`config.mk`:
```
export PLATFORM = sky130hd
export DESIGN_NAME = launch_sequencer
export DESIGN_NICKNAME = d
export VERILOG_FILES = /design/src/pkg/launch_pkg.sv /design/src/hdl/duty_scaler.sv /design/src/hdl/launch_sequencer.sv
export VERILOG_INCLUDE_DIRS = /design/src /design/src/pkg
export SDC_FILE = /design/constraint.sdc
export NUM_CORES = 2
export LEC_CHECK = 0
export ABC_AREA = 1
export BUFFER_PORTS_ARGS = -buffer_cell sky130_fd_sc_hd__clkbuf_2
export CORE_UTILIZATION = 50
export DETAILED_ROUTE_END_ITERATION = 16
export PLACE_DENSITY_LB_ADDON = 0.25
export RECOVER_POWER = 25
export SETUP_SLACK_MARGIN = 0.5
export SYNTH_ARGS = -nofsm -noshare
export SYNTH_HDL_FRONTEND = slang
export SYNTH_SLANG_ARGS = --single-unit
```
`constraint.sdc`:
```
create_clock -name clk -period 5.1 [get_ports clk]
set_clock_uncertainty 0.2 [all_clocks]
set_input_delay 0.765 -clock clk [delete_from_list [all_inputs] [get_ports clk]]
set_output_delay 0.765 -clock clk [all_outputs]
set_load 0.01 [all_outputs]
```
`src/pkg/launch_map.svh`:
```
`ifndef LAUNCH_MAP_SVH
`define LAUNCH_MAP_SVH
`define DUTY_FULL 16'hFFFF
`define LOAD_CYCLES 8'h10
`define ALIGN_CYCLES 16'h0100
`define SEQ_CYCLES 16'h0040
`define MODE_POWER 2'h0
`define MODE_VOLTAGE 2'h1
`define MODE_CURRENT 2'h2
`define LAUNCH_ALIGN 2'h0
`define LAUNCH_DOUBLE 2'h1
`define LAUNCH_IPD 2'h2
`define LAUNCH_SLOW 2'h3
`endif

```
`src/pkg/launch_pkg.sv`:
```
package launch_pkg;
	typedef enum logic [4:0] {
		st_power_on, st_sleep, st_detect_en, st_sense, st_spin_dir,
		st_resync_en, st_resync_spd, st_rev_en, st_rev_spd,
		st_rev_closed, st_rev_open, st_coast_en, st_coast,
		st_brake_en, st_brake, st_startup, st_open_loop, st_closed_loop
	} seq_state_t;
	typedef enum logic [1:0] {
		bridge_drive, bridge_off, bridge_low, bridge_high
	} bridge_t;
endpackage

```
`src/hdl/duty_scaler.sv`:
```
`timescale 1ns/1ps
`include "launch_map.svh"
module duty_scaler (
	// clock
	input wire logic clk,
	input wire logic reset_n,
	// command
	input wire logic [1:0] ref_mode,
	input wire logic [15:0] duty_cmd,
	input wire logic [15:0] min_duty,
	input wire logic [15:0] power_full_scale,
	input wire logic [15:0] current_full_scale,
	// result
	output logic [15:0] reference,
	output logic ref_zero
);
	function automatic logic [15:0] scale(input logic [15:0] d,
		input logic [15:0] fs);
		logic [31:0] p;
		p = 32'h0;
		p = d * fs;
		return p[31:16];
	endfunction

	logic [15:0] nxt_ref;
	logic [15:0] d_eff;
	logic [15:0] reference_ff;
	always_comb begin
		d_eff = (duty_cmd < min_duty) ? min_duty : duty_cmd;
		nxt_ref = 16'h0;
		case (ref_mode)
			`MODE_POWER: begin
				if (power_full_scale == 16'h0)
					nxt_ref = 16'h0;
				else if (d_eff == `DUTY_FULL)
					nxt_ref = power_full_scale;
				else
					nxt_ref = scale(d_eff, power_full_scale);
			end
			`MODE_VOLTAGE: begin
				if (duty_cmd < min_duty)
					nxt_ref = 16'h0;
				else
					nxt_ref = duty_cmd;
			end
			`MODE_CURRENT: begin
				if (d_eff == `DUTY_FULL)
					nxt_ref = current_full_scale;
				else
					nxt_ref = scale(d_eff, current_full_scale);
			end
			default: nxt_ref = 16'h0;
		endcase
	end
	always_ff @(posedge clk or negedge reset_n) begin
		if (!reset_n)
			reference_ff <= 16'h0;
		else
			reference_ff <= nxt_ref;
	end
	assign reference = reference_ff;
	assign ref_zero = (reference_ff == 16'h0);
endmodule

```
`src/hdl/launch_sequencer.sv`:
```
`timescale 1ns/1ps
`include "launch_map.svh"
module launch_sequencer (
	// clock
	input wire logic clk,
	input wire logic reset_n,
	// duty command and scaling
	input wire logic [1:0] ref_mode,
	input wire logic [15:0] duty_cmd,
	input wire logic [15:0] min_duty,
	input wire logic [15:0] power_full_scale,
	input wire logic [15:0] current_full_scale,
	// low power
	input wire logic low_power_select,
	input wire logic speed_wake_pin,
	// direction
	input wire logic dir_change_cmd,
	input wire logic reversal_path_select,
	// configuration
	input wire logic initial_detect_enable,
	input wire logic resync_enable,
	input wire logic reversal_drive_enable,
	input wire logic coast_enable,
	input wire logic brake_enable,
	input wire logic brake_type_select,
	input wire logic brake_side_select,
	input wire logic [1:0] launch_method_select,
	input wire logic [15:0] coast_duration,
	input wire logic [15:0] brake_duration,
	input wire logic [15:0] brake_settle_window,
	// measurement
	input wire logic [15:0] bemf_level,
	input wire logic [15:0] standstill_bemf_threshold,
	input wire logic spin_forward,
	input wire logic [15:0] motor_speed,
	input wire logic [15:0] forward_catch_speed_threshold,
	input wire logic [15:0] loop_handoff_speed,
	input wire logic [15:0] brake_current_threshold,
	input wire logic [15:0] phase_current_max,
	input wire logic load_done,
	// results
	output logic [15:0] reference,
	output launch_pkg::seq_state_t state,
	output launch_pkg::bridge_t bridge_mode,
	output logic [1:0] launch_method,
	output logic sleep_mode,
	output logic standby_mode,
	output logic sensing
);
	////////////////////////////////////////////////////////////////////
	logic ref_zero;
	duty_scaler scaler (
		.clk(clk),
		.reset_n(reset_n),
		.ref_mode(ref_mode),
		.duty_cmd(duty_cmd),
		.min_duty(min_duty),
		.power_full_scale(power_full_scale),
		.current_full_scale(current_full_scale),
		.reference(reference),
		.ref_zero(ref_zero)
	);

	////////////////////////////////////////////////////////////////////
	// pin from outside domain: three flops, accept when last two agree
	logic [2:0] wake_sync_ff;
	logic wake_ff;
	always_ff @(posedge clk or negedge reset_n) begin
		if (!reset_n)
			wake_sync_ff <= 3'h0;
		else
			wake_sync_ff <= {wake_sync_ff[1:0], speed_wake_pin};
	end
	always_ff @(posedge clk or negedge reset_n) begin
		if (!reset_n)
			wake_ff <= 1'b0;
		else if (wake_sync_ff[1] == wake_sync_ff[2])
			wake_ff <= wake_sync_ff[2];
	end

	////////////////////////////////////////////////////////////////////
	launch_pkg::seq_state_t state_ff, nxt_state;
	logic [15:0] timer_ff;
	logic [15:0] settle_ff;
	logic [7:0] load_cnt_ff;
	logic [1:0] align_pass_ff;
	logic stopped;
	logic enter;

	// zero full-scale power keeps the motor parked
	assign stopped = ref_zero ||
		(ref_mode == `MODE_POWER && power_full_scale == 16'h0);

	always_comb begin
		nxt_state = state_ff;
		case (state_ff)
			launch_pkg::st_power_on:
				if (load_done && load_cnt_ff == `LOAD_CYCLES)
					nxt_state = launch_pkg::st_sleep;
			launch_pkg::st_sleep:
				if (!stopped)
					nxt_state = launch_pkg::st_detect_en;
			launch_pkg::st_detect_en:
				nxt_state = initial_detect_enable ?
					launch_pkg::st_sense : launch_pkg::st_brake_en;
			launch_pkg::st_sense:
				nxt_state = (bemf_level < standstill_bemf_threshold) ?
					launch_pkg::st_brake_en : launch_pkg::st_spin_dir;
			launch_pkg::st_spin_dir:
				nxt_state = spin_forward ?
					launch_pkg::st_resync_en : launch_pkg::st_rev_en;
			launch_pkg::st_resync_en:
				nxt_state = resync_enable ?
					launch_pkg::st_resync_spd : launch_pkg::st_coast_en;
			launch_pkg::st_resync_spd:
				nxt_state = (motor_speed > forward_catch_speed_threshold) ?
					launch_pkg::st_closed_loop :
					launch_pkg::st_open_loop;
			launch_pkg::st_rev_en:
				nxt_state = reversal_drive_enable ?
					launch_pkg::st_rev_spd : launch_pkg::st_coast_en;
			launch_pkg::st_rev_spd:
				nxt_state = (motor_speed > loop_handoff_speed) ?
					launch_pkg::st_rev_closed :
					launch_pkg::st_rev_open;
			launch_pkg::st_rev_closed:
				if (motor_speed <= loop_handoff_speed)
					nxt_state = launch_pkg::st_rev_open;
			launch_pkg::st_rev_open:
				// through zero: spin_forward flips, then speed rises
				if (spin_forward && motor_speed > loop_handoff_speed)
					nxt_state = launch_pkg::st_closed_loop;
			launch_pkg::st_coast_en:
				nxt_state = coast_enable ?
					launch_pkg::st_coast : launch_pkg::st_brake_en;
			launch_pkg::st_coast:
				if (timer_ff >= coast_duration)
					nxt_state = launch_pkg::st_brake_en;
			launch_pkg::st_brake_en:
				nxt_state = brake_enable ?
					launch_pkg::st_brake : launch_pkg::st_startup;
			launch_pkg::st_brake:
				if (timer_ff >= brake_duration)
					nxt_state = launch_pkg::st_startup;
				else if (brake_type_select &&
					settle_ff >= brake_settle_window)
					nxt_state = launch_pkg::st_startup;
			launch_pkg::st_startup:
				if (timer_ff >= `ALIGN_CYCLES && (launch_method_select !=
					`LAUNCH_DOUBLE || align_pass_ff == 2'h1))
					nxt_state = launch_pkg::st_open_loop;
			launch_pkg::st_open_loop:
				if (motor_speed > forward_catch_speed_threshold)
					nxt_state = launch_pkg::st_closed_loop;
			launch_pkg::st_closed_loop:
				nxt_state = state_ff;
			default: nxt_state = launch_pkg::st_power_on;
		endcase
		if (state_ff != launch_pkg::st_power_on) begin
			if (stopped)
				nxt_state = launch_pkg::st_sleep;
			else if (dir_change_cmd && state_ff != launch_pkg::st_sleep)
				nxt_state = reversal_path_select ?
					launch_pkg::st_rev_spd :
					launch_pkg::st_detect_en;
		end
	end

	assign enter = (nxt_state != state_ff);

	always_ff @(posedge clk or negedge reset_n) begin
		if (!reset_n)
			state_ff <= launch_pkg::st_power_on;
		else
			state_ff <= nxt_state;
	end

	always_ff @(posedge clk or negedge reset_n) begin
		if (!reset_n)
			load_cnt_ff <= 8'h0;
		else if (state_ff == launch_pkg::st_power_on &&
			load_cnt_ff != `LOAD_CYCLES)
			load_cnt_ff <= load_cnt_ff + 8'h1;
	end

	// shared timer restarts on every state change
	always_ff @(posedge clk or negedge reset_n) begin
		if (!reset_n)
			timer_ff <= 16'h0;
		else if (enter)
			timer_ff <= 16'h0;
		else if (state_ff == launch_pkg::st_startup &&
			timer_ff >= `ALIGN_CYCLES)
			timer_ff <= 16'h0;
		else if (timer_ff != 16'hFFFF)
			timer_ff <= timer_ff + 16'h1;
	end

	always_ff @(posedge clk or negedge reset_n) begin
		if (!reset_n)
			align_pass_ff <= 2'h0;
		else if (enter)
			align_pass_ff <= 2'h0;
		else if (state_ff == launch_pkg::st_startup &&
			timer_ff >= `ALIGN_CYCLES)
			align_pass_ff <= align_pass_ff + 2'h1;
	end

	// all currents must stay low for the whole window
	always_ff @(posedge clk or negedge reset_n) begin
		if (!reset_n)
			settle_ff <= 16'h0;
		else if (enter || phase_current_max >= brake_current_threshold)
			settle_ff <= 16'h0;
		else if (settle_ff != 16'hFFFF)
			settle_ff <= settle_ff + 16'h1;
	end

	////////////////////////////////////////////////////////////////////
	launch_pkg::bridge_t bridge_ff;
	always_ff @(posedge clk or negedge reset_n) begin
		if (!reset_n)
			bridge_ff <= launch_pkg::bridge_off;
		else
			case (nxt_state)
				launch_pkg::st_coast: bridge_ff <= launch_pkg::bridge_off;
				launch_pkg::st_brake:
					if (brake_type_select || !brake_side_select)
						bridge_ff <= launch_pkg::bridge_low;
					else
						bridge_ff <= launch_pkg::bridge_high;
				launch_pkg::st_startup, launch_pkg::st_open_loop,
				launch_pkg::st_closed_loop, launch_pkg::st_rev_closed,
				launch_pkg::st_rev_open:
					bridge_ff <= launch_pkg::bridge_drive;
				default: bridge_ff <= launch_pkg::bridge_off;
			endcase
	end

	logic sleep_ff, standby_ff, sensing_ff;
	logic [1:0] method_ff;
	always_ff @(posedge clk or negedge reset_n) begin
		if (!reset_n) begin
			sleep_ff <= 1'b0;
			standby_ff <= 1'b0;
		end else begin
			sleep_ff <= nxt_state == launch_pkg::st_sleep &&
				!low_power_select && !wake_ff;
			standby_ff <= nxt_state == launch_pkg::st_sleep &&
				(low_power_select || wake_ff);
		end
	end
	always_ff @(posedge clk or negedge reset_n) begin
		if (!reset_n)
			sensing_ff <= 1'b0;
		else
			sensing_ff <= (nxt_state == launch_pkg::st_sense);
	end
	always_ff @(posedge clk or negedge reset_n) begin
		if (!reset_n)
			method_ff <= `LAUNCH_ALIGN;
		else if (nxt_state == launch_pkg::st_startup && enter)
			method_ff <= launch_method_select;
	end

	assign state = state_ff;
	assign bridge_mode = bridge_ff;
	assign launch_method = method_ff;
	assign sleep_mode = sleep_ff;
	assign standby_mode = standby_ff;
	assign sensing = sensing_ff;
endmodule

```
==> summary.txt <==
Floorplan
  – Die Outline Area: 50800 µm²
  – Standard-cell rows: 81
  – Starting Density: 50.8%
  – CORE AREA: 49100 µm²
  – Boundary Pins: 271
  – Y dimension of the die: 225 µm
  – Horizontal extent of the die: 225 µm

Logic synthesis
  – Top area cells in the synthesized netlist: sky130_fd_sc_hd__fa_1 (31%), sky130_fd_sc_hd__ha_1 (17%), sky130_fd_sc_hd__inv_1 (12%), sky130_fd_sc_hd__nand2_1 (9.8%), sky130_fd_sc_hd__dfrtp_1 (7.3%)
  – Cell types with the highest counts after synthesis: sky130_fd_sc_hd__inv_1 (809), sky130_fd_sc_hd__nand2_1 (654), sky130_fd_sc_hd__nor2_1 (399), sky130_fd_sc_hd__fa_1 (386), sky130_fd_sc_hd__ha_1 (334)
  – Cell type with the largest total area after synthesis: sky130_fd_sc_hd__fa_1
  – Post-synthesis cell type count: 52
  – Fraction of registers with async set/reset: 100%
  – Post-synth top flop: sky130_fd_sc_hd__dfrtp_1
  – Share of Yosys cell area claimed by the top area cell type: 31.0%
  – Most frequent cell after synthesis: sky130_fd_sc_hd__inv_1
  – Number of warnings reported in the yosys synthesis log: 0
  – Net count after synthesis: 4382
  – Share of synthesized area occupied by flip-flops and latches: 7.43%
  – Number of instances in the synthesized netlist: 3419
  – Mean cell area of the mapped netlist: 7.30 µm²
  – Count of flip-flops with a built-in enable after synthesis: 0
  – Seq cells post-synth: 74
  – Area of the mapped netlist: 24900 µm²

Finish
  – Fraction of final layout cells with drive strength greater than 1: 26.2%
  – Layout-stage area growth over the synthesis result: 29.9%
  – Sequential Area: 1850 µm²
  – Multi-input gate area: 21000 µm²
  – Number of nets in the layout: 5022
  – Filler instances: 4285
  – Number of standard cells in the final layout excluding fillers: 4730

Placed design
  – Routability-driven placement congestion ratio: 1.01
  – Inst Count DP: 4668
  – Final HPWL from detailed placement: 71.4 mm
  – Place WS: -2.76 ns
  – IO Port Bufs: 270

STA
  – Timing-limited maximum frequency: 0.137 GHz
  – Worst-margin pin slew: 2.00 ns
  – Unrepaired setup endpoints after global routing: true
  – Worst-case headroom to the max-slew limit: -33.2%
  – Period utilization: 143%
  – Final Critical Period: 7.32 ns
  – Worst-case setup margin in the final layout: -2.22 ns
  – Number of max-slew violations in the final report: 75
  – Final setup violation count: 16
  – Fin. Hold Viols: 0

Global route
  – Vias in the first global route: 25000
  – Global route total overflow: 0
  – Global-route usage over all layers: 33.6%
  – Pin count of the biggest net entering global routing: 75
  – Global-route wire length before repair: 131 mm
  – Initial antenna violation count: 3

Worst setup path
  – Instance count on the critical path: 39
  – Library cell contributing the largest single delay on the critical path: sky130_fd_sc_hd__fa_1
  – Largest fanout of any net on the critical path: 5
  – CP Class: input port to flop
  – CP Data Arrival Time: 7.36 ns
  – Capturing element type of the critical path: flop
  – Critical path launch point type: input port
  – Reg2Reg Depth: 15
  – Critical path's largest stage delay: 0.55 ns
  – Worst EP required: 5.14 ns
  – Largest delay contributor family on the critical path: adder cells
  – Crit path buf inv count: 13

Route
  – Detailed-route DRC error count: 0
  – Antenna viol nets, final: 0
  – Detailed Routing Iterations Pass 1: 5
  – Iteration-0 DRC count of the detailed router: 1882
  – Total vias in the final route: 24800
  – Ratio of routed vias to standard cells: 5.24
  – Total Wirelength: 83.4 mm
  – Average detailed-routed wire length per instance: 17.6 µm

CTS
  – Maximum clock path buffer count: 2
  – Clock Pin Slew Worst Setup and Hold Paths: 0.07 ns
  – Clock latency reported for the late side of the worst-skew pair: 0.36 ns
  – Library cell used as clock root buffer: sky130_fd_sc_hd__clkbuf_16
  – TritonCTS clock tree: built
  – Number of levels the H-tree was split into: 3
  – Number of sinks driven by the clock tree: 74
  – Clock buffers created by TritonCTS: 9

Min path
  – Hold Path Cell Cnt: 0
  – Type of the tightest min-delay check: flop to flop

Run status
  – Violations in the final reports: capacitance limit, slew limit, setup timing
  – Result of the run: complete, but fails checks

Run
  – Max Cap Violations: 1
-- final cells by class --
cell class	instances	share of cell area, %
sequential	74	5.72
clock inverter	6	0.355
clock buffer	10	0.707
inverter	826	9.79
antenna	2	0.0154
tap	664	2.56
multi-input combinational	2428	64.8
timing repair buffer	720	16.0
-- kinds of logic (layout without fill, tap and decap cells) --
family / after synthesis / in the layout / synth area share, %
adder cells (fa/ha/maj): 721 / 721 / 47.8
buffers and inverters: 918 / 1562 / 14.0
AO/OA/AOI/OAI: 310 / 310 / 6.97
other: 0 / 2 / 0
flip-flops: 74 / 74 / 7.43
AND/OR/NAND/NOR: 1363 / 1364 / 22.7
XOR/XNOR: 32 / 32 / 1.12
multiplexers: 1 / 1 / 0.0401
-- registers in the layout, indices dropped and copies added, names as in the netlist, 2 cells and up --
| signal | cells |
|---|---|
| load_cnt_ff | 8 |
| wake_sync_ff | 3 |
| launch_method | 2 |
| bridge_mode | 2 |
| timer_ff | 16 |
| state | 5 |
| scaler.reference | 16 |
| settle_ff | 16 |
| align_pass_ff | 2 |
-- stage by stage --
stage / utilization [%] / instance area (µm²) / hold slack (ns) / setup TNS [ns]
after floorplan: - / 25800 / 0.131 / -26.86
after global placement: 62.5 / 30600 / 0.134 / -41.69
after detailed placement: 62.5 / 30600 / 0.147 / -42.30
after CTS: 65.1 / 32000 / 0.166 / -32.20
after global routing: 66.0 / 32400 / 0.195 / -37.60
final: 66.0 / 32400 / 0.166 / -34.05
-- layer usage --
metal | vias up | track usage (%) | routed length (µm)
met5 | - | 0 | 26
met4 | 4 | 11.8 | 3310
met3 | 181 | 6.57 | 7580
met2 | 1135 | 54.9 | 37900
met1 | 11700 | 44.4 | 34700
li1 | 11700 | - | -
-- cells in the final DEF, fill, tap and decap left out, types with 5 or more instances in the layout --
| master | instances |
|---|---|
| sky130_fd_sc_hd__a31oi_1 | 8 |
| sky130_fd_sc_hd__xor2_1 | 28 |
| sky130_fd_sc_hd__o21a_1 | 16 |
| sky130_fd_sc_hd__nor4_1 | 15 |
| sky130_fd_sc_hd__clkbuf_16 | 11 |
| sky130_fd_sc_hd__a21oi_1 | 116 |
| sky130_fd_sc_hd__a31oi_4 | 5 |
| sky130_fd_sc_hd__o21ai_2 | 9 |
| sky130_fd_sc_hd__nand4_1 | 33 |
| sky130_fd_sc_hd__ha_4 | 30 |
| sky130_fd_sc_hd__nor2_2 | 40 |
| sky130_fd_sc_hd__clkbuf_2 | 264 |
| sky130_fd_sc_hd__o21ai_4 | 12 |
| sky130_fd_sc_hd__nand2_2 | 46 |
| sky130_fd_sc_hd__buf_4 | 405 |
| sky130_fd_sc_hd__a21o_1 | 9 |
| sky130_fd_sc_hd__nand3_1 | 152 |
| sky130_fd_sc_hd__buf_6 | 16 |
| sky130_fd_sc_hd__o21ai_1 | 20 |
| sky130_fd_sc_hd__nor3_2 | 5 |
| sky130_fd_sc_hd__nand2_1 | 607 |
| sky130_fd_sc_hd__fa_1 | 374 |
| sky130_fd_sc_hd__inv_1 | 760 |
| sky130_fd_sc_hd__nand3b_1 | 9 |
| sky130_fd_sc_hd__a21oi_2 | 27 |
| sky130_fd_sc_hd__inv_4 | 6 |
| sky130_fd_sc_hd__nor2_4 | 11 |
| sky130_fd_sc_hd__dfrtp_1 | 73 |
| sky130_fd_sc_hd__nand2_4 | 7 |
| sky130_fd_sc_hd__nor3_1 | 41 |
| sky130_fd_sc_hd__nand3_2 | 32 |
| sky130_fd_sc_hd__fa_2 | 12 |
| sky130_fd_sc_hd__ha_1 | 304 |
| sky130_fd_sc_hd__o21ai_0 | 52 |
| sky130_fd_sc_hd__buf_12 | 24 |
| sky130_fd_sc_hd__a21oi_4 | 6 |
| sky130_fd_sc_hd__inv_2 | 48 |
| sky130_fd_sc_hd__nor2_1 | 356 |
-- worst paths after layout --
| check | start | end | slack, ns |
|---|---|---|---|
| worst max-delay path | min_duty[11] | scaler.reference[14]$_DFF_PN0_ | -2.22 |
| worst min-delay path | wake_sync_ff[0]$_DFF_PN0_ | wake_sync_ff[1]$_DFF_PN0_ | 0.17 |
| worst max register to register | state[1]$_DFF_PN0_ | settle_ff[12]$_DFFE_PN0P_ | 1.88 |
| worst min register to register | wake_sync_ff[0]$_DFF_PN0_ | wake_sync_ff[1]$_DFF_PN0_ | 0.17 |
| max in group asynchronous | reset_n | scaler.reference[3]$_DFF_PN0_ | 2.74 |
| min in group asynchronous | reset_n | settle_ff[10]$_DFFE_PN0P_ | 0.73 |
-- repair_timing --
action / in CTS / in global routing
buffers inserted: 27 / 15
pin swaps: 79 / 47
cloned: 1 / 1
endpoints found under the setup margin: 16 / 16
gates resized for setup: 192 / 82
hold buffers: 0 / 0
Power is left out: the tool's default activity adds up to more than one toggle a clock period on the data nets, which glitch-free logic cannot reach.
